==> src/lbf_pkg.sv <==
// constants, opcode patterns and op kinds of the loop/branch/flag unit
// assumes one 10 MHz system clock; one machine state takes one clock cycle
package lbf_pkg;

  // ----------------------------------------------------------------
  // widths
  // ----------------------------------------------------------------
  localparam int WORD_W = 32;
  localparam int ADDR_W = 8;
  localparam int MS_W = 4;
  localparam int FINFO_W = 6;
  localparam int LONG_OFF_W = 16;
  localparam int SHORT_OFF_W = 5;
  localparam int BIT_SHIFT = 4;

  // ----------------------------------------------------------------
  // register port offsets
  // ----------------------------------------------------------------
  localparam logic [ADDR_W-1:0] REG_FLAGS = 8'h00;
  localparam logic [ADDR_W-1:0] REG_COUNTER = 8'h04;
  localparam logic [ADDR_W-1:0] REG_MASK = 8'h08;
  localparam logic [ADDR_W-1:0] REG_EXEC = 8'h0C;
  localparam logic [WORD_W-1:0] FLAGS_RESET = 32'h0000_0000;
  localparam logic [WORD_W-1:0] COUNTER_RESET = 32'h0000_0000;

  // ----------------------------------------------------------------
  // flag_word field positions
  // ----------------------------------------------------------------
  localparam int FLAG_Z_BIT = 29;
  localparam int FLAG_NCZV_LSB = 28;
  localparam int FLAG_GIE_BIT = 21;
  localparam int FLD1_LSB = 6;
  localparam int FLD0_LSB = 0;

  // ----------------------------------------------------------------
  // instruction word layout
  // ----------------------------------------------------------------
  localparam logic [10:0] OPC_DEC_LONG = 11'h06C;
  localparam logic [10:0] OPC_DEC_ZSET = 11'h06D;
  localparam logic [10:0] OPC_DEC_ZCLR = 11'h06E;
  localparam logic [10:0] OPC_DEBUG = 11'h008;
  localparam logic [4:0] OPC_DEC_SHORT = 5'h07;
  localparam logic [15:0] OPC_IRQ_ON = 16'h0D60;
  localparam logic [15:0] OPC_IRQ_OFF = 16'h0360;
  localparam logic [5:0] OPC_SWAP_HI = 6'h35;
  localparam logic [3:0] OPC_SWAP_LO = 4'h8;
  localparam int SWAP_SEL_BIT = 9;
  localparam int SHORT_DIR_BIT = 10;
  localparam int SHORT_OFF_LSB = 5;

  // ----------------------------------------------------------------
  // machine state counts
  // ----------------------------------------------------------------
  localparam logic [MS_W-1:0] MS_LOOP_SKIP = 4'h2;
  localparam logic [MS_W-1:0] MS_LOOP_JUMP = 4'h3;
  localparam logic [MS_W-1:0] MS_IRQ_ON = 4'h3;
  localparam logic [MS_W-1:0] MS_IRQ_OFF = 4'h3;
  localparam logic [MS_W-1:0] MS_DEBUG = 4'h8;
  localparam logic [MS_W-1:0] MS_SWAP_F0 = 4'h1;
  localparam logic [MS_W-1:0] MS_SWAP_F1 = 4'h2;

  typedef enum {
    OP_NONE, OP_DEC_LONG, OP_DEC_ZSET, OP_DEC_ZCLR, OP_DEC_SHORT,
    OP_IRQ_ON, OP_IRQ_OFF, OP_DEBUG, OP_FIELD_SWAP
  } lbf_op_t;

endpackage : lbf_pkg

==> src/lbf_core_if.sv <==
// signals between the execution core, its branch adder and its state timer
// assumes all three sit on the same clock
`timescale 1ns/100ps
interface lbf_core_if;
  import lbf_pkg::*;
  logic [WORD_W-1:0] pc_next;
  logic [LONG_OFF_W-1:0] long_off;
  logic [SHORT_OFF_W-1:0] short_off;
  logic short_back;
  logic short_sel;
  logic [WORD_W-1:0] target;
  logic load;
  logic [MS_W-1:0] states;
  logic busy;
  logic done;
  modport core (output pc_next, long_off, short_off, short_back, short_sel, load, states,
    input target, busy, done);
  modport adder (input pc_next, long_off, short_off, short_back, short_sel, output target);
  modport timer (input load, states, output busy, done);
endinterface : lbf_core_if

==> src/lbf_branch_adder.sv <==
// branch target adder for long and short loop branches
// assumes pc_next already points past the whole instruction
`timescale 1ns/100ps
module lbf_branch_adder import lbf_pkg::*; (
  // operands and result
  lbf_core_if.adder cif
);

  function automatic logic [WORD_W-1:0] words_to_bits(input logic [WORD_W-BIT_SHIFT-1:0] w);
    words_to_bits = {w, {BIT_SHIFT{1'b0}}};
  endfunction : words_to_bits

  logic [WORD_W-1:0] long_bits;
  logic [WORD_W-1:0] short_bits;

  // full 16-bit signed span kept by sign extension
  assign long_bits = words_to_bits({{(WORD_W-BIT_SHIFT-LONG_OFF_W){cif.long_off[LONG_OFF_W-1]}},
    cif.long_off});
  assign short_bits = words_to_bits({{(WORD_W-BIT_SHIFT-SHORT_OFF_W){1'b0}}, cif.short_off});

  // direction bit picks add or subtract
  // reach limited by the five-bit magnitude
  assign cif.target = !cif.short_sel ? cif.pc_next + long_bits :
    (cif.short_back ? cif.pc_next - short_bits : cif.pc_next + short_bits);

endmodule : lbf_branch_adder

==> src/lbf_state_timer.sv <==
// counts machine states of one instruction and pulses done on the last one
// assumes load only arrives while busy is low
`timescale 1ns/100ps
module lbf_state_timer import lbf_pkg::*; (
  // clock and reset
  input wire logic clock,
  input wire logic rst,
  // load and status
  lbf_core_if.timer cif
);

  logic [MS_W-1:0] cnt_ff;
  logic busy_ff;
  logic done_ff;

  // done lands exactly states cycles after the load cycle
  always_ff @(posedge clock) begin
    if (rst) begin
      cnt_ff <= '0;
      busy_ff <= 1'b0;
      done_ff <= 1'b0;
    end else if (cif.load) begin
      cnt_ff <= cif.states;
      busy_ff <= (cif.states != MS_SWAP_F0);
      done_ff <= (cif.states == MS_SWAP_F0);
    end else if (cnt_ff == MS_LOOP_SKIP) begin
      cnt_ff <= '0;
      busy_ff <= 1'b0;
      done_ff <= 1'b1;
    end else begin
      cnt_ff <= (cnt_ff != '0) ? cnt_ff - 1'b1 : cnt_ff;
      done_ff <= 1'b0;
    end
  end

  assign cif.busy = busy_ff;
  assign cif.done = done_ff;

endmodule : lbf_state_timer

==> src/lbf_exec_core.sv <==
// execution unit for loop branches, interrupt enable, debug entry and field swap
// assumes one issued instruction word at a time, held beside op_valid for one cycle
`timescale 1ns/100ps
module lbf_exec_core import lbf_pkg::*; #(
  parameter int IRQ_N = 16,
  parameter logic [MS_W-1:0] DEBUG_EXTRA = 4'h4
) (
  // clock and reset
  input wire logic clock,
  input wire logic rst,
  // instruction issue
  input wire logic op_valid,
  input wire logic [15:0] op_word,
  input wire logic [LONG_OFF_W-1:0] op_ext,
  input wire logic [WORD_W-1:0] pc_next,
  output logic op_busy,
  // completion
  output logic op_done,
  output logic jump_taken,
  output logic [WORD_W-1:0] jump_target,
  // debug control
  input wire logic debug_permit,
  input wire logic debug_release,
  output logic debug_mode,
  // interrupts
  input wire logic [IRQ_N-1:0] irq_src,
  output logic irq_request,
  // register port
  input wire logic [ADDR_W-1:0] reg_addr,
  input wire logic [WORD_W-1:0] reg_wdata,
  input wire logic reg_wr,
  input wire logic reg_rd,
  output logic [WORD_W-1:0] reg_rdata
);

  // ----------------------------------------------------------------
  // elaboration checks
  // ----------------------------------------------------------------
  if (IRQ_N < 1 || IRQ_N > WORD_W) begin : g_bad_irq_n
    $error("IRQ_N must be 1 to 32");
  end
  if (int'(MS_DEBUG) + int'(DEBUG_EXTRA) > 15) begin : g_bad_extra
    $error("DEBUG_EXTRA overflows the state timer");
  end

  // ----------------------------------------------------------------
  // decode
  // ----------------------------------------------------------------
  function automatic lbf_op_t decode(input logic [15:0] w);
    decode = OP_NONE;
    if (w[15:5] == OPC_DEC_LONG) decode = OP_DEC_LONG;
    else if (w[15:5] == OPC_DEC_ZSET) decode = OP_DEC_ZSET;
    else if (w[15:5] == OPC_DEC_ZCLR) decode = OP_DEC_ZCLR;
    else if (w[15:11] == OPC_DEC_SHORT) decode = OP_DEC_SHORT;
    else if (w == OPC_IRQ_ON) decode = OP_IRQ_ON;
    else if (w == OPC_IRQ_OFF) decode = OP_IRQ_OFF;
    else if (w[15:5] == OPC_DEBUG) decode = OP_DEBUG;
    else if (w[15:10] == OPC_SWAP_HI && w[8:5] == OPC_SWAP_LO) decode = OP_FIELD_SWAP;
  endfunction : decode

  lbf_core_if cif ();

  logic [WORD_W-1:0] flag_word_ff;
  logic [WORD_W-1:0] counter_ff;
  logic [WORD_W-1:0] irq_mask_ff;
  logic jump_taken_ff;
  logic [WORD_W-1:0] jump_target_ff;
  logic debug_mode_ff;
  logic irq_request_ff;
  logic [WORD_W-1:0] reg_rdata_ff;
  logic [IRQ_N-1:0] irq_s1_ff;
  logic [IRQ_N-1:0] irq_s2_ff;
  logic [IRQ_N-1:0] irq_s3_ff;
  logic [IRQ_N-1:0] irq_level_ff;

  logic issue;
  lbf_op_t kind;
  logic is_loop;
  logic dec_en;
  logic [WORD_W-1:0] dec_val;
  logic taken;
  logic swap_sel;
  logic [FINFO_W-1:0] old_info;
  logic debug_enter;

  // a word offered while busy is ignored; the issuer watches op_busy
  assign issue = op_valid && !cif.busy;
  assign kind = issue ? decode(op_word) : OP_NONE;
  assign is_loop = kind inside {OP_DEC_LONG, OP_DEC_ZSET, OP_DEC_ZCLR, OP_DEC_SHORT};
  assign swap_sel = op_word[SWAP_SEL_BIT];
  assign debug_enter = (kind == OP_DEBUG) && debug_permit;

  // zero-clear form gated by not Z
  assign dec_en = (kind == OP_DEC_LONG) || (kind == OP_DEC_SHORT) ||
    ((kind == OP_DEC_ZSET) && flag_word_ff[FLAG_Z_BIT]) ||
    ((kind == OP_DEC_ZCLR) && !flag_word_ff[FLAG_Z_BIT]);
  // plain wrap from zero to all ones
  assign dec_val = counter_ff - 32'h0000_0001;
  assign taken = dec_en && (dec_val != '0);

  // extension in bit 5, size below
  assign old_info = swap_sel ? flag_word_ff[FLD1_LSB +: FINFO_W] :
    flag_word_ff[FLD0_LSB +: FINFO_W];

  // ----------------------------------------------------------------
  // branch target and timing
  // ----------------------------------------------------------------
  assign cif.pc_next = pc_next;
  assign cif.long_off = op_ext;
  assign cif.short_off = op_word[SHORT_OFF_LSB +: SHORT_OFF_W];
  assign cif.short_back = op_word[SHORT_DIR_BIT];
  assign cif.short_sel = (kind == OP_DEC_SHORT);
  assign cif.load = (kind != OP_NONE);

  // two states falling through, three jumping
  // debug entry takes extra states when entered
  always_comb begin
    cif.states = MS_SWAP_F0;
    unique case (kind)
      OP_NONE: cif.states = MS_SWAP_F0;
      OP_DEC_LONG, OP_DEC_ZSET, OP_DEC_ZCLR, OP_DEC_SHORT:
        cif.states = taken ? MS_LOOP_JUMP : MS_LOOP_SKIP;
      OP_IRQ_ON: cif.states = MS_IRQ_ON;
      OP_IRQ_OFF: cif.states = MS_IRQ_OFF;
      OP_DEBUG: cif.states = debug_enter ? MS_DEBUG + DEBUG_EXTRA : MS_DEBUG;
      OP_FIELD_SWAP: cif.states = swap_sel ? MS_SWAP_F1 : MS_SWAP_F0;
    endcase
  end

  lbf_branch_adder u_adder (
    .cif(cif.adder)
  );

  lbf_state_timer u_timer (
    .clock(clock),
    .rst(rst),
    .cif(cif.timer)
  );

  // ----------------------------------------------------------------
  // counter register
  // ----------------------------------------------------------------
  // instruction updates win over a software write in the same cycle
  always_ff @(posedge clock) begin
    if (rst) begin
      counter_ff <= COUNTER_RESET;
    end else if (dec_en) begin
      counter_ff <= dec_val;
    end else if (kind == OP_FIELD_SWAP) begin
      // six bits in, upper bits cleared
      counter_ff <= {{(WORD_W-FINFO_W){1'b0}}, old_info};
    end else if (reg_wr && reg_addr == REG_COUNTER) begin
      counter_ff <= reg_wdata;
    end
  end

  // ----------------------------------------------------------------
  // flag word
  // ----------------------------------------------------------------
  // loop branches never touch N C Z V here
  always_ff @(posedge clock) begin
    if (rst) begin
      flag_word_ff <= FLAGS_RESET;
    end else if (kind == OP_IRQ_ON) begin
      flag_word_ff[FLAG_GIE_BIT] <= 1'b1;
    end else if (kind == OP_IRQ_OFF) begin
      flag_word_ff[FLAG_GIE_BIT] <= 1'b0;
    end else if (kind == OP_FIELD_SWAP) begin
      // counter bits go into the chosen field
      if (swap_sel) begin
        flag_word_ff[FLD1_LSB +: FINFO_W] <= counter_ff[FINFO_W-1:0];
      end else begin
        flag_word_ff[FLD0_LSB +: FINFO_W] <= counter_ff[FINFO_W-1:0];
      end
    end else if (reg_wr && reg_addr == REG_FLAGS) begin
      flag_word_ff <= reg_wdata;
    end
  end

  // ----------------------------------------------------------------
  // branch result and debug mode
  // ----------------------------------------------------------------
  always_ff @(posedge clock) begin
    if (rst) begin
      jump_taken_ff <= 1'b0;
      jump_target_ff <= '0;
    end else if (issue) begin
      jump_taken_ff <= taken;
      jump_target_ff <= taken ? cif.target : pc_next;
    end
  end

  // debug mode entered only when permitted; flags left as they were
  always_ff @(posedge clock) begin
    if (rst) begin
      debug_mode_ff <= 1'b0;
    end else if (debug_enter) begin
      debug_mode_ff <= 1'b1;
    end else if (debug_release) begin
      debug_mode_ff <= 1'b0;
    end
  end

  // ----------------------------------------------------------------
  // interrupt gating
  // ----------------------------------------------------------------
  always_ff @(posedge clock) begin
    if (rst) begin
      irq_s1_ff <= '0;
      irq_s2_ff <= '0;
      irq_s3_ff <= '0;
      irq_level_ff <= '0;
    end else begin
      irq_s1_ff <= irq_src;
      irq_s2_ff <= irq_s1_ff;
      irq_s3_ff <= irq_s2_ff;
      irq_level_ff <= (irq_s2_ff & irq_s3_ff) | (irq_level_ff & (irq_s2_ff | irq_s3_ff));
    end
  end

  // mask bit and global enable both required
  always_ff @(posedge clock) begin
    if (rst) begin
      irq_request_ff <= 1'b0;
    end else begin
      irq_request_ff <= flag_word_ff[FLAG_GIE_BIT] && |(irq_level_ff & irq_mask_ff[IRQ_N-1:0]);
    end
  end

  // ----------------------------------------------------------------
  // register port
  // ----------------------------------------------------------------
  always_ff @(posedge clock) begin
    if (rst) begin
      irq_mask_ff <= '0;
    end else if (reg_wr && reg_addr == REG_MASK) begin
      irq_mask_ff <= reg_wdata;
    end
  end

  // data only in the cycle after the read strobe; unmapped reads give zero
  always_ff @(posedge clock) begin
    if (rst || !reg_rd) begin
      reg_rdata_ff <= '0;
    end else begin
      unique case (reg_addr)
        REG_FLAGS: reg_rdata_ff <= flag_word_ff;
        REG_COUNTER: reg_rdata_ff <= counter_ff;
        REG_MASK: reg_rdata_ff <= irq_mask_ff;
        REG_EXEC: reg_rdata_ff <= {29'h0, debug_mode_ff, cif.busy, jump_taken_ff};
        default: reg_rdata_ff <= '0;
      endcase
    end
  end

  assign op_busy = cif.busy;
  assign op_done = cif.done;
  assign jump_taken = jump_taken_ff;
  assign jump_target = jump_target_ff;
  assign debug_mode = debug_mode_ff;
  assign irq_request = irq_request_ff;
  assign reg_rdata = reg_rdata_ff;
endmodule : lbf_exec_core

==> config.mk <==
export PLATFORM = sky130hd
export DESIGN_NAME = lbf_exec_core
export DESIGN_NICKNAME = d
export VERILOG_FILES = /design/src/lbf_pkg.sv /design/src/lbf_core_if.sv /design/src/lbf_branch_adder.sv /design/src/lbf_state_timer.sv /design/src/lbf_exec_core.sv
export SDC_FILE = /design/constraint.sdc
export NUM_CORES = 1
export LEC_CHECK = 0
export BUFFER_PORTS_ARGS = -buffer_cell sky130_fd_sc_hd__clkbuf_2
export CELL_PAD_IN_SITES_DETAIL_PLACEMENT = 1
export CELL_PAD_IN_SITES_GLOBAL_PLACEMENT = 1
export CORE_MARGIN = 1
export CORE_UTILIZATION = 30
export DETAILED_ROUTE_END_ITERATION = 8
export PLACE_DENSITY_LB_ADDON = 0.2
export SLEW_MARGIN = 0
export SYNTH_ARGS = -nofsm -noshare
export SYNTH_HDL_FRONTEND = slang
export SYNTH_SLANG_ARGS = --single-unit
export TNS_END_PERCENT = 50
==> constraint.sdc <==
create_clock -name clock -period 6.29 [get_ports clock]
set_clock_uncertainty 0.05 [all_clocks]
set_input_delay 1.258 -clock clock [delete_from_list [all_inputs] [get_ports clock]]
set_output_delay 1.258 -clock clock [all_outputs]
set_load 0.005 [all_outputs]
## Yosys cells after proc, flatten, opt, wreduce, memory -nomap -nowiden

Index checks and enable logic that the tools add are counted.

| storage, ports and cells | value |
|---|---|
| flip-flop bits (word level) | 233 |
| input port bits | 127 |
| word-level logic and storage cells | 137 |

| cells by class | value |
|---|---|
| add/subtract/negate cells | 5 |
| eq/ne operators | 34 |
| multiplexer cells | 37 |
| bitwise logic cells | 8 |
| reductions and logical operators | 35 |

Operators with widths:

| kind | count |
|---|---|
| two-way mux 32 bit | 7 |
| == test 32 x 3 -> 1 bit (second input constant) | 6 |
| == test 32 x 4 -> 1 bit (second input constant) | 5 |
| case mux 32 bit (4 select lines) | 1 |
| == test 32 x 2 -> 1 bit (second input constant) | 3 |
| nonzero test 32 bit | 2 |
| AND 16 bit | 3 |
| two-way mux 4 bit | 11 |
| == test 11 x 7 -> 1 bit (second input constant) | 3 |
| adder 32 bit | 1 |
| adder 32 x 9 -> 32 bit | 1 |
| == test 32 x 1 -> 1 bit (second input constant) | 1 |
| == test 32 x 5 -> 1 bit (second input constant) | 1 |
| logical NOT 32 bit | 1 |
| OR 16 bit | 2 |
| subtractor 32 x 1 -> 32 bit (second input constant) | 1 |
| subtractor 32 x 9 -> 32 bit | 1 |
| two-way mux 22 bit | 1 |
| case mux 4 bit (5 select lines) | 1 |
| two-way mux 6 bit | 3 |
| == test 16 x 10 -> 1 bit (second input constant) | 1 |
| == test 16 x 12 -> 1 bit (second input constant) | 1 |
| == test 8 x 4 -> 1 bit (second input constant) | 2 |
| OR reduction 16 bit | 1 |
| other kinds (28) | 59 |

## Logic depth before layout (Yosys ltp)

Gate-level depths: netlist of the first run.

| logic depth | value |
|---|---|
| word-level depth | 20 |
| depth in mapped cells | 21 |

## Cells and area by module

From an unflattened synthesis of the first run, not the netlist that was laid out.

| second synthesis, totals | value |
|---|---|
| cell total of the unflattened synthesis | 1601 |
| area, all modules | 12943.7 um^2 |

Modules (own cells, without submodules):

| module | times used | cells each | area each (um^2) | sequential area each (um^2) |
|---|---|---|---|---|
| lbf_exec_core | 1 | 1239 | 10437.5 | 4544.4 |
| lbf_branch_adder | 1 | 321 | 2124.5 | 0.0 |
| lbf_state_timer | 1 | 41 | 381.6 | 120.1 |

## Worst setup path before layout of the first run

Ideal clock, no wire load.

| path | value |
|---|---|
| path type | input -> register |
| start point | input port op_word[5] |
| end point | register jump_target_ff[31] (netlist: jump_target[31]) |
| setup time | 0.124 ns |
| arrival | 5.337 ns |
| setup slack | 0.780 ns |
| stages on the path | 20 |
| path buffers | 2 |
| cell sequence | inv_1 ha_1 nor3b_1 a31oi_2 o32ai_4 o31ai_2 nand2_2 clkbuf_1 clkbuf_1 a21oi_1 ha_1 a21oi_1 nand2b_1 o21ai_0 a21oi_1 a2111oi_0 o31ai_1 xnor2_1 mux2i_1 nand3_1 |

| on the way | value |
|---|---|
| longest elaborated chain between the ends | 17 |

RTL lines:

| what | RTL line | text |
|---|---|---|
| start: declaration | lbf_exec_core.sv:13 | `input wire logic [15:0] op_word,` |
| == test 4 bit | lbf_exec_core.sv:58 | `else if (w[15:10] == OPC_SWAP_HI && w[8:5] == OPC_SWAP_LO) decode = OP_FIELD_SWAP;` |
| logical AND 1 bit | lbf_exec_core.sv:58 |  |
| two-way mux 4 bit | lbf_exec_core.sv:58 |  |
| two-way mux 4 bit | lbf_exec_core.sv:57 | `else if (w[15:5] == OPC_DEBUG) decode = OP_DEBUG;` |
| two-way mux 4 bit | lbf_exec_core.sv:56 | `else if (w == OPC_IRQ_OFF) decode = OP_IRQ_OFF;` |
| two-way mux 4 bit | lbf_exec_core.sv:55 | `else if (w == OPC_IRQ_ON) decode = OP_IRQ_ON;` |
| two-way mux 4 bit | lbf_exec_core.sv:54 | `else if (w[15:11] == OPC_DEC_SHORT) decode = OP_DEC_SHORT;` |
| two-way mux 4 bit | lbf_exec_core.sv:53 | `else if (w[15:5] == OPC_DEC_ZCLR) decode = OP_DEC_ZCLR;` |
| two-way mux 4 bit | lbf_exec_core.sv:52 | `else if (w[15:5] == OPC_DEC_ZSET) decode = OP_DEC_ZSET;` |
| two-way mux 4 bit | lbf_exec_core.sv:51 | `if (w[15:5] == OPC_DEC_LONG) decode = OP_DEC_LONG;` |
| two-way mux 32 bit | lbf_exec_core.sv:88 | `assign kind = issue ? decode(op_word) : OP_NONE;` |
| == test 32 x 2 -> 1 bit, or another cell as far along | lbf_exec_core.sv:94 | `assign dec_en = (kind == OP_DEC_LONG) \|\| (kind == OP_DEC_SHORT) \|\|` |
| logical OR 1 bit / logical AND 1 bit (equally long branches) | lbf_exec_core.sv:94, lbf_exec_core.sv:95 |  |
| logical OR 1 bit | lbf_exec_core.sv:94 |  |
| logical OR 1 bit | lbf_exec_core.sv:95 | `((kind == OP_DEC_ZSET) && flag_word_ff[FLAG_Z_BIT]) \|\|` |
| logical AND 1 bit | lbf_exec_core.sv:99 | `assign taken = dec_en && (dec_val != '0);` |
| two-way mux 32 bit (*) | lbf_exec_core.sv:189 | `jump_target_ff <= taken ? cif.target : pc_next;` |
| end signal: assignment | lbf_exec_core.sv:189 |  |
| end: declaration | lbf_exec_core.sv:67 | `logic [WORD_W-1:0] jump_target_ff;` |

Every way passes the cells marked *; elsewhere a longest branch is shown, timed or not.
A chain may end at the register's enable or synchronous reset.

## Worst setup path in the final report of the first run

Same ends and word-level chain as after synthesis.

==> reports/results.ini, run 1 <==
[cts]
clkSinkCount=233
post_cts_buffers=0
cts_buffers=28
cts_hold_buf=0
cts_tree=built
cts_buffer_depth=3
cts-root-buf=clkbuf_16
clock_latency_ns=0.57
cts_resized=0
htreeDepth=1
cts.clk_slew.worst_paths_ns=0.06

[die]
core-area_um2=40100
fp.dieH_um=205
start_util_pct=30.8
io_pins=196
rows=73
die_area_um2=41900
die_w_um=205

[synth]
syn_avg_cell_area_um2=8.09
syn-num-nets=1690
synthArstFlopShare_pct=0
syn_inst=1525
synth_edf_count=0
yosysUniqueCellTypes=88
yosys_register_bits=233
ys.flop_type=dfxtp_1
yosys-top-cells-area=dfxtp_1 (38%), nand2_1 (7.4%), a21oi_1 (7.3%), nor2_1 (5.0%), ha_1 (3.8%)
yosys.area.top_type=dfxtp_1
yosys_warnings=0
syn_area_um2=12300
ys_seq_area_share_pct=37.8
synth_top_area_share_pct=37.8

[setup_path]
reg2reg_slack_ns=1.94
end_kind=flip-flop
startpoint_type=input port
crit_path_end=jump_target[31]$_SDFFE_PP0P_
crit_start=op_word[5]
r2r_end=jump_target[31]$_SDFFE_PP0P_
arrival_ns=6.06
critPathKind=in2reg
cp_max_fo=7
rr_worst_depth=15
crit_required_ns=6.69
reg2reg_from=u_timer.cif.busy$_SDFFE_PP0P_

[sta]
worst_pin_slew_ns=1.00
report.final.setup_viol=0
setup-tns-final_ns=0
slew_viol_final=0
maxSlewHeadroom_pct=33.3
timing.final.crit_share_pct=90.0
rsz0062_at_grt=false
finalHoldViolCount=0
period_minus_slack_ns=5.66
timing.fmax_ghz=0.177

[placed_design]
postPlaceCellArea_um2=13700
gp_congestion=0.859
hpwl_mm=31.0
port_buffers=195

[final_layout]
area_growth_pct=18.9
final_cell_area_um2=14700
nNetsFinal=1840
drive_gt1_share_pct=18.9

[routing]
ant_nets=0
drt-total-wl_mm=43.3
dr.pass1.iters=4
wire_per_inst_um=19.5
vias=11700
via_per_inst=5.25
drc=0
drt_iter0_markers=416

[flow_run]
max_cap_violations=0

[global_routing]
antenna_found_initial=3
grt_pass1_vias=12300
grt_overflow=0
grt_max_degree=83
grt_pass1_wl_mm=69.1
grt_usage_pct=20.8

[power]
powerDensity_nw_per_um2=257
ir_drop_mv=0.200
power_mw=3.78
p_leak_nw=5.77

[run_status]
status=complete, no violations

[worst_hold_path]
hold_path.class=reg2reg

per-layer routing:
metal	track usage [%]	routed length, µm
met1	27.3	20000
met2	35.1	20400
met3	3.50	2060
met4	5.25	839
met5	0	23
critical path, stage by stage:
cell	delay [ns]
clkbuf_2	0.14
inv_1	0.10
ha_1	0.26
nor3b_1	0.28
a31oi_2	0.09
nor3_1	0.28
o221a_2	0.34
nand2_2	0.07
a211oi_1	0.44
a21oi_1	0.09
ha_1	0.36
a21oi_1	0.27
nand2b_1	0.08
o21ai_0	0.29
a21oi_1	0.27
a2111oi_0	0.74
o31ai_1	0.21
xnor2_1	0.21
mux2i_1	0.20
nand3_1	0.08
state kept, by name (all words and copies together) (netlist names):
name              cells
counter_ff           32
debug_mode            1
flag_word_ff         32
irq_level_ff         16
irq_mask_ff          32
irq_request           1
irq_s1_ff            16
irq_s2_ff            16
irq_s3_ff            16
jump_taken            1
jump_target          32
reg_rdata            32
u_timer.cif.busy      1
u_timer.cif.done      1
u_timer.cnt_ff        4
Yosys cell counts (16+ instances only):
cell type	n
a211oi_1	23
clkbuf_1	71
a22oi_1	18
mux2i_1	40
a21oi_1	181
dfxtp_1	233
o21ai_0	53
xor2_1	17
nor4_1	16
buf_2	16
nor2_1	165
nor3_1	30
nor2b_1	56
ha_1	37
nand2_1	242
inv_1	33
nand3_1	22
xnor2_1	35
cell usage in the layout, fill, tap and decap left out, drive strengths merged, types with 14 or more instances in the layout:
cell type and n:
o21ai 63, nor2b 56, clkbuf 233, mux2i 40, a211oi 24, a21o 14, dfxtp 233, ha 37
xnor2 35, xor2 17, a21oi 181, a311oi 26, inv 33, nor4 23, nand3 22, a22oi 18
nor2 166, nor3 31, buf 24, nand2 246, a31oi 16
cell families (layout without fill, tap and decap cells):
| logic type | Yosys count | after routing | synth area share [%] |
|---|---|---|---|
| DFF | 233 | 233 | 37.8 |
| buffers and inverters | 131 | 300 | 4.58 |
| AOI/OAI and AO/OA | 402 | 402 | 21.5 |
| muxes | 47 | 47 | 4.16 |
| and+or+nand+nor | 622 | 622 | 24.3 |
| xor gates and xnor gates | 52 | 52 | 3.69 |
| other | 0 | 2 | 0 |
| adders and majority gates | 38 | 38 | 3.92 |
cell type report:
cell class,count,area (µm²)
fillers,4839,25400
multi-input cells,1161,7130
flip-flops and latches,233,4660
repair buffers,218,1150
clock buffers,39,812
well taps,525,657
clock inverters,10,125
inverters,33,124
diodes,2,5.00
worst min path at each step:
stage                            start                      end  slack (ns)  depth (start not counted)
4_1_cts        irq_s1_ff[4]$_SDFF_PP0_  irq_s2_ff[4]$_SDFF_PP0_        0.39                          1
3_3_place_gp   irq_s1_ff[0]$_SDFF_PP0_  irq_s2_ff[0]$_SDFF_PP0_        0.37                          1
3_5_place_dp   irq_s1_ff[6]$_SDFF_PP0_  irq_s2_ff[6]$_SDFF_PP0_        0.38                          1
6_report       irq_s1_ff[4]$_SDFF_PP0_  irq_s2_ff[4]$_SDFF_PP0_        0.39                          1
5_1_grt        irq_s1_ff[8]$_SDFF_PP0_  irq_s2_ff[8]$_SDFF_PP0_        0.41                          1
2_1_floorplan  irq_s1_ff[0]$_SDFF_PP0_  irq_s2_ff[0]$_SDFF_PP0_        0.36                          1
stage by stage:
| step | hold WS, ns | cells | worst slack (ns) | utilization, % |
|---|---|---|---|---|
| 2_1_floorplan | 0.364 | 1525 | 0.780 | - |
| 3_3_place_gp | 0.374 | 2170 | 0.281 | 34.2 |
| 3_5_place_dp | 0.375 | 2170 | 0.124 | 34.2 |
| 4_1_cts | 0.391 | 2219 | 0.697 | 36.6 |
| 5_1_grt | 0.407 | 2220 | 0.241 | 36.6 |
| 6_report | 0.388 | 2221 | 0.630 | 36.6 |
where the power goes:
group,total (mW),internal [mW],leakage (nW),switching [mW]
Sequential,1.55,1.52,1.89,0.0328
Clock,1.65,0.979,0.467,0.672
Combinational,0.571,0.230,3.41,0.341
Total,3.78,2.73,5.77,1.05
No activity file was read; power rests on OpenSTA's default activity.
==> run 2, diff against run 1 <==
- SETUP_SLACK_MARGIN: not set -> 0.2
- clock period: 6.29 -> 5 ns (I/O delays scaled with it)
==> reports/results.ini, run 2 (same netlist as run 1, synthesis figures left out) <==
[setup_path]
cpPeakStageDelay_ns=0.42  ; was 0.74 ns
startpoint_type=input port  ; unchanged
cp_max_fo=5  ; was 7
cp_slowest_cell=a221oi_2  ; was a2111oi_0
critPathKind=in2reg  ; unchanged
crit_required_ns=5.44  ; was 6.69 ns
end_kind=flip-flop  ; unchanged
arrival_ns=5.09  ; was 6.06 ns
cp_top_family=compound AO/OA/AOI/OAI gates  ; unchanged
path_buf_inv=1  ; was 2
crit_chain=clkbuf_2, nor4_4, nand4_1, a221oi_2, o31ai_4, and2_2, nand2_1, o21ai_0, ha_1, fa_1, nor2b_1, o211a_1, o21ai_1, a21oi_1, nor4_2, o31ai_1, mux2i_1, o21ai_1, a31oi_1  ; was clkbuf_2, inv_1, ha_1, nor3b_1, a31oi_2, nor3_1, o221a_2, nand2_2, a211oi_1, a21oi_1, ha_1, a21oi_1, nand2b_1, o21ai_0, a21oi_1, a2111oi_0, o31ai_1, xnor2_1, mux2i_1, nand3_1
crit_top_cell=o21ai_1  ; was a21oi_1

[sta]
timing.fmax_ghz=0.215
period_minus_slack_ns=4.64
report.final.setup_viol=0  ; unchanged
finalHoldViolCount=0  ; unchanged
worst_pin_slew_ns=1.28  ; was 1.00 ns
rsz0062_at_grt=true  ; was false
setup-tns-final_ns=0  ; unchanged
timing.final.crit_share_pct=92.9
maxSlewHeadroom_pct=14.4  ; was 33.3%
slew_viol_final=0  ; unchanged
timing.hold.ws_ns=0.388  ; about the same

[routing]
via_per_inst=5.22  ; was 5.25
wire_per_inst_um=19.3  ; was 19.5 µm
vias=11900  ; was 11700
ant_nets=0  ; unchanged
dr.pass1.iters=5  ; was 4
drc=0  ; unchanged
drt_iter0_markers=504  ; was 416
drt-total-wl_mm=44.1  ; was 43.3 mm

[die]
start_util_pct=30.8  ; unchanged
io_pins=196  ; unchanged
die_w_um=205  ; unchanged
die_area_um2=41900  ; unchanged
rows=73  ; unchanged
core-area_um2=40100  ; unchanged
fp.dieH_um=205  ; unchanged

[power]
powerDensity_nw_per_um2=319  ; was 257 nW/µm²
power_mw=4.88  ; was 3.78 mW
p_leak_nw=6.11  ; was 5.77 nW
ir_drop_mv=0.246  ; was 0.200 mV

[placed_design]
gp_congestion=0.852  ; was 0.859
port_buffers=195  ; unchanged
hpwl_mm=32.1  ; was 31.0 mm

[final_layout]
multi_input_area_um2=7210  ; was 7130 µm²
area_growth_pct=24.0  ; was 18.9%
nNetsFinal=1907  ; was 1840
final_common_cell=nand2_1  ; unchanged
regArea_um2=4660  ; unchanged
drive_gt1_share_pct=22.5  ; was 18.9%
most-common-layout-cells=nand2_1 (242), dfxtp_1 (233), clkbuf_2 (194)  ; was nand2_1 (241), dfxtp_1 (233), clkbuf_2 (194)
utilization_pct=38.1  ; was 36.6%
fillers=4809  ; was 4839

[worst_hold_path]
hold_path.class=reg2reg  ; unchanged

[run_status]
status=complete, no violations  ; unchanged

[cts]
cts_buffers=28  ; unchanged
htreeDepth=1  ; unchanged
cts_buffer_depth=3  ; unchanged
clkSinkCount=233  ; unchanged
cts_hold_buf=0  ; unchanged
cts.clk_slew.worst_paths_ns=0.06  ; about the same
cts-root-buf=clkbuf_16  ; unchanged
clock_latency_ns=0.56  ; was 0.57 ns
cts_tree=built  ; unchanged

[global_routing]
grt_usage_pct=20.9  ; was 20.8%
grt_overflow=0  ; unchanged
grt_pass1_vias=12200  ; was 12300
antenna_found_initial=5  ; was 3
grt_max_degree=124  ; was 83
grt_pass1_wl_mm=69.0  ; was 69.1 mm

[flow_run]
max_cap_violations=0  ; unchanged

[run 2: stage by stage]
step | instances | setup WS (ns) | area (µm²)
finish | 2287 | 0.357 | 15300
global route | 2286 | 0.159 | 15300
CTS | 2286 | 0.274 | 15200
detailed placement | 2237 | -0.307 | 14300
global placement | 2237 | -0.197 | 14300
floorplan | 1525 | 0.216 | 12400
[run 2: final cells by class]
class,count,area share [%]
Timing Repair Buffer,285,11.0
Clock inverter,11,1.15
Sequential cell,233,30.5
Antenna cell,1,0.0164
Multi-Input combinational cell,1161,47.1
Tap cell,525,4.29
Inverter,33,0.810
Clock buffer,38,5.09
[run 2: metal layers]
layer	up-vias	track usage [%]	routed length, µm
li1	5804	-	-
met1	5811	27.4	20500
met2	244	34.9	20300
met3	63	3.93	2240
met4	8	5.04	1020
met5	-	0	57
[run 2: repair_timing]
action                     4_1_cts  5_1_grt
setup endpoints to repair        0       13
buffers inserted                 0        0
resized for setup                0       15
[run 2: final timing paths]
check	from	slack [ns]	end	cells past startpoint
setup / recovery	op_word[7]	0.36	jump_target[30]$_SDFFE_PP0P_	19
hold / removal	irq_s1_ff[7]$_SDFF_PP0_	0.39	irq_s2_ff[7]$_SDFF_PP0_	1
setup reg to reg	u_timer.cif.busy$_SDFFE_PP0P_	1.19	jump_target[28]$_SDFFE_PP0P_	15
hold reg to reg	irq_s1_ff[7]$_SDFF_PP0_	0.39	irq_s2_ff[7]$_SDFF_PP0_	1
[run 2: where the power goes]
group / internal (mW) / switching (mW)
registers: 1.91 / 0.0380
logic: 0.335 / 0.455
clock network: 1.29 / 0.845
==> run 3, diff against run 2 <==
- clock period: 5 -> 4.3 ns (I/O delays scaled with it)
==> reports/results.ini, run 3 (same netlist as run 1, synthesis figures left out) <==
[power]
ir_drop_mv=0.273  ; was 0.246 mV
p_leak_nw=6.51  ; was 6.11 nW
power_mw=5.75  ; was 4.88 mW
powerDensity_nw_per_um2=355  ; was 319 nW/µm²

[routing]
via_per_inst=5.22  ; about the same
wire_per_inst_um=19.3  ; about the same
vias=12300  ; was 11900
drt_iter0_markers=650  ; was 504
drt-total-wl_mm=45.4  ; was 44.1 mm
dr.pass1.iters=7  ; was 5
drc=0  ; unchanged
ant_nets=0  ; unchanged

[final_layout]
utilization_pct=40.4  ; was 38.1%
most-common-layout-cells=nand2_1 (239), dfxtp_1 (233), clkbuf_2 (191)  ; was nand2_1 (242), dfxtp_1 (233), clkbuf_2 (194)
fin_cells=2350  ; was 2287
nNetsFinal=1972  ; was 1907
final_cell_area_um2=16200  ; was 15300 µm²
area_growth_pct=31.2  ; was 24.0%
final_common_cell=nand2_1  ; unchanged
drive_gt1_share_pct=28.3  ; was 22.5%

[cts]
cts_buffers=28  ; unchanged
cts_tree=built  ; unchanged
clkSinkCount=233  ; unchanged
cts-root-buf=clkbuf_16  ; unchanged
cts_hold_buf=0  ; unchanged
cts.clk_slew.worst_paths_ns=0.06  ; about the same
htreeDepth=1  ; unchanged
cts_buffer_depth=3  ; unchanged
clock_latency_ns=0.57  ; was 0.56 ns

[placed_design]
placed_cells=2287  ; was 2237
gp_congestion=0.824  ; was 0.852
hpwl_mm=32.7  ; was 32.1 mm
port_buffers=195  ; unchanged
postPlaceCellArea_um2=14800  ; was 14300 µm²

[global_routing]
antenna_found_initial=6  ; was 5
grt_pass1_vias=12600  ; was 12200
grt_max_degree=158  ; was 124
grt_overflow=0  ; unchanged
grt_pass1_wl_mm=70.7  ; was 69.0 mm
grt_usage_pct=21.4  ; was 20.9%

[setup_path]
arrival_ns=4.70  ; was 5.09 ns
reg2reg_slack_ns=0.49  ; was 1.19 ns
reg2reg_from=counter_ff[2]$_SDFFE_PP0P_  ; was u_timer.cif.busy$_SDFFE_PP0P_
cp_max_fo=5  ; unchanged
crit_required_ns=4.73  ; was 5.44 ns
startpoint_type=input port  ; unchanged
rr_worst_depth=9  ; was 15
critPathKind=in2reg  ; unchanged
end_kind=flip-flop  ; unchanged
r2r_end=jump_target[4]$_SDFFE_PP0P_  ; was jump_target[28]$_SDFFE_PP0P_

[sta]
maxSlewHeadroom_pct=18.5  ; was 14.4%
slew_viol_final=0  ; unchanged
rsz0062_at_grt=true  ; unchanged
period_minus_slack_ns=4.27
timing.fmax_ghz=0.234
worst_pin_slew_ns=1.22  ; was 1.28 ns
report.final.setup_viol=0  ; unchanged
timing.final.crit_share_pct=99.4
timing.hold.ws_ns=0.387  ; was 0.388 ns
finalHoldViolCount=0  ; unchanged

[worst_hold_path]
hold_path.class=reg2reg  ; unchanged
hold_path_end=irq_s2_ff[4]$_SDFF_PP0_  ; was irq_s2_ff[7]$_SDFF_PP0_
hp-start=irq_s1_ff[4]$_SDFF_PP0_  ; was irq_s1_ff[7]$_SDFF_PP0_
hold_path_depth=1  ; unchanged

[die]
fp.dieH_um=205  ; unchanged
io_pins=196  ; unchanged
die_w_um=205  ; unchanged
start_util_pct=30.8  ; unchanged
die_area_um2=41900  ; unchanged
core-area_um2=40100  ; unchanged
rows=73  ; unchanged

[flow_run]
max_cap_violations=0  ; unchanged

[run_status]
status=complete, no violations  ; unchanged

-- run 3: cell count changes in the layout (fill, tap and decap cells not counted), moves of 5 or more --
cell | before | now
buf_4 | 88 | 154
ha_4 | 0 | 5
a21oi_2 | 2 | 11
o21ai_2 | 1 | 6
a21oi_1 | 178 | 168
o21ai_0 | 47 | 37
ha_1 | 37 | 28
-- run 3: where the power goes --
group          internal, mW  switching (mW)  leakage (nW)  total (mW)
sequential             2.23          0.0475          1.89        2.27
combinational         0.470           0.582          4.16        1.05
clock                  1.47           0.953         0.456        2.43
total                  4.17            1.58          6.51        5.75
-- run 3: worst max path at each step --
stage / startpoint / end / cells past startpoint
after detailed placement: op_word[3] / jump_target[28]$_SDFFE_PP0P_ / 20
after floorplan: op_word[3] / jump_target[31]$_SDFFE_PP0P_ / 19
after global placement: op_word[3] / jump_target[28]$_SDFFE_PP0P_ / 19
final: op_word[3] / jump_target[27]$_SDFFE_PP0P_ / 19
after CTS: op_word[3] / jump_target[30]$_SDFFE_PP0P_ / 21
after global routing: op_word[3] / jump_target[27]$_SDFFE_PP0P_ / 19
-- run 3: per-stage QoR --
stage	setup slack, ns	TNS [ns]
after detailed placement	-0.760	-10.33
after global routing	-0.172	-0.813
after CTS	0.112	0
final	0.0267	0
after global placement	-0.497	-5.99
after floorplan	-0.115	-0.331
-- run 3: layer usage --
layer	vias up	part of all wire, %	wire length (µm)	GRT usage [%]
met5	-	0.088	40	0
met3	69	4.4	1980	3.36
met4	6	2.3	1060	5.22
li1	5942	-	-	-
met2	251	47	21400	35.8
met1	5997	46	20900	28.4
-- run 3: layout make-up --
| class | count | area, µm² |
|---|---|---|
| repair buffers | 350 | 2180 |
| clock buffers | 36 | 761 |
| fillers | 4831 | 23900 |
| inverters | 33 | 126 |
| flip-flops and latches | 233 | 4660 |
| clock inverters | 10 | 161 |
| multi-input cells | 1161 | 7640 |
| well taps | 525 | 657 |
| diodes | 2 | 5.00 |
-- run 3: critical path, stage by stage --
cell	delay [ns]
buf_6	0.09
nor4_4	0.29
nand4_1	0.27
a221oi_4	0.40
o31ai_4	0.13
buf_4	0.16
and2_4	0.17
nor3_4	0.23
nor2_1	0.07
ha_1	0.36
a21oi_1	0.27
o21ai_2	0.13
a31oi_4	0.24
a221oi_4	0.10
buf_4	0.15
a21oi_1	0.22
xnor2_1	0.19
nand2_1	0.10
a311oi_2	0.27
-- run 3: repair_timing --
item	4_1_cts	5_1_grt
endpoints found under the setup margin	17	20
resized for setup	27	52
setup buffers	7	8
pin swaps	20	36
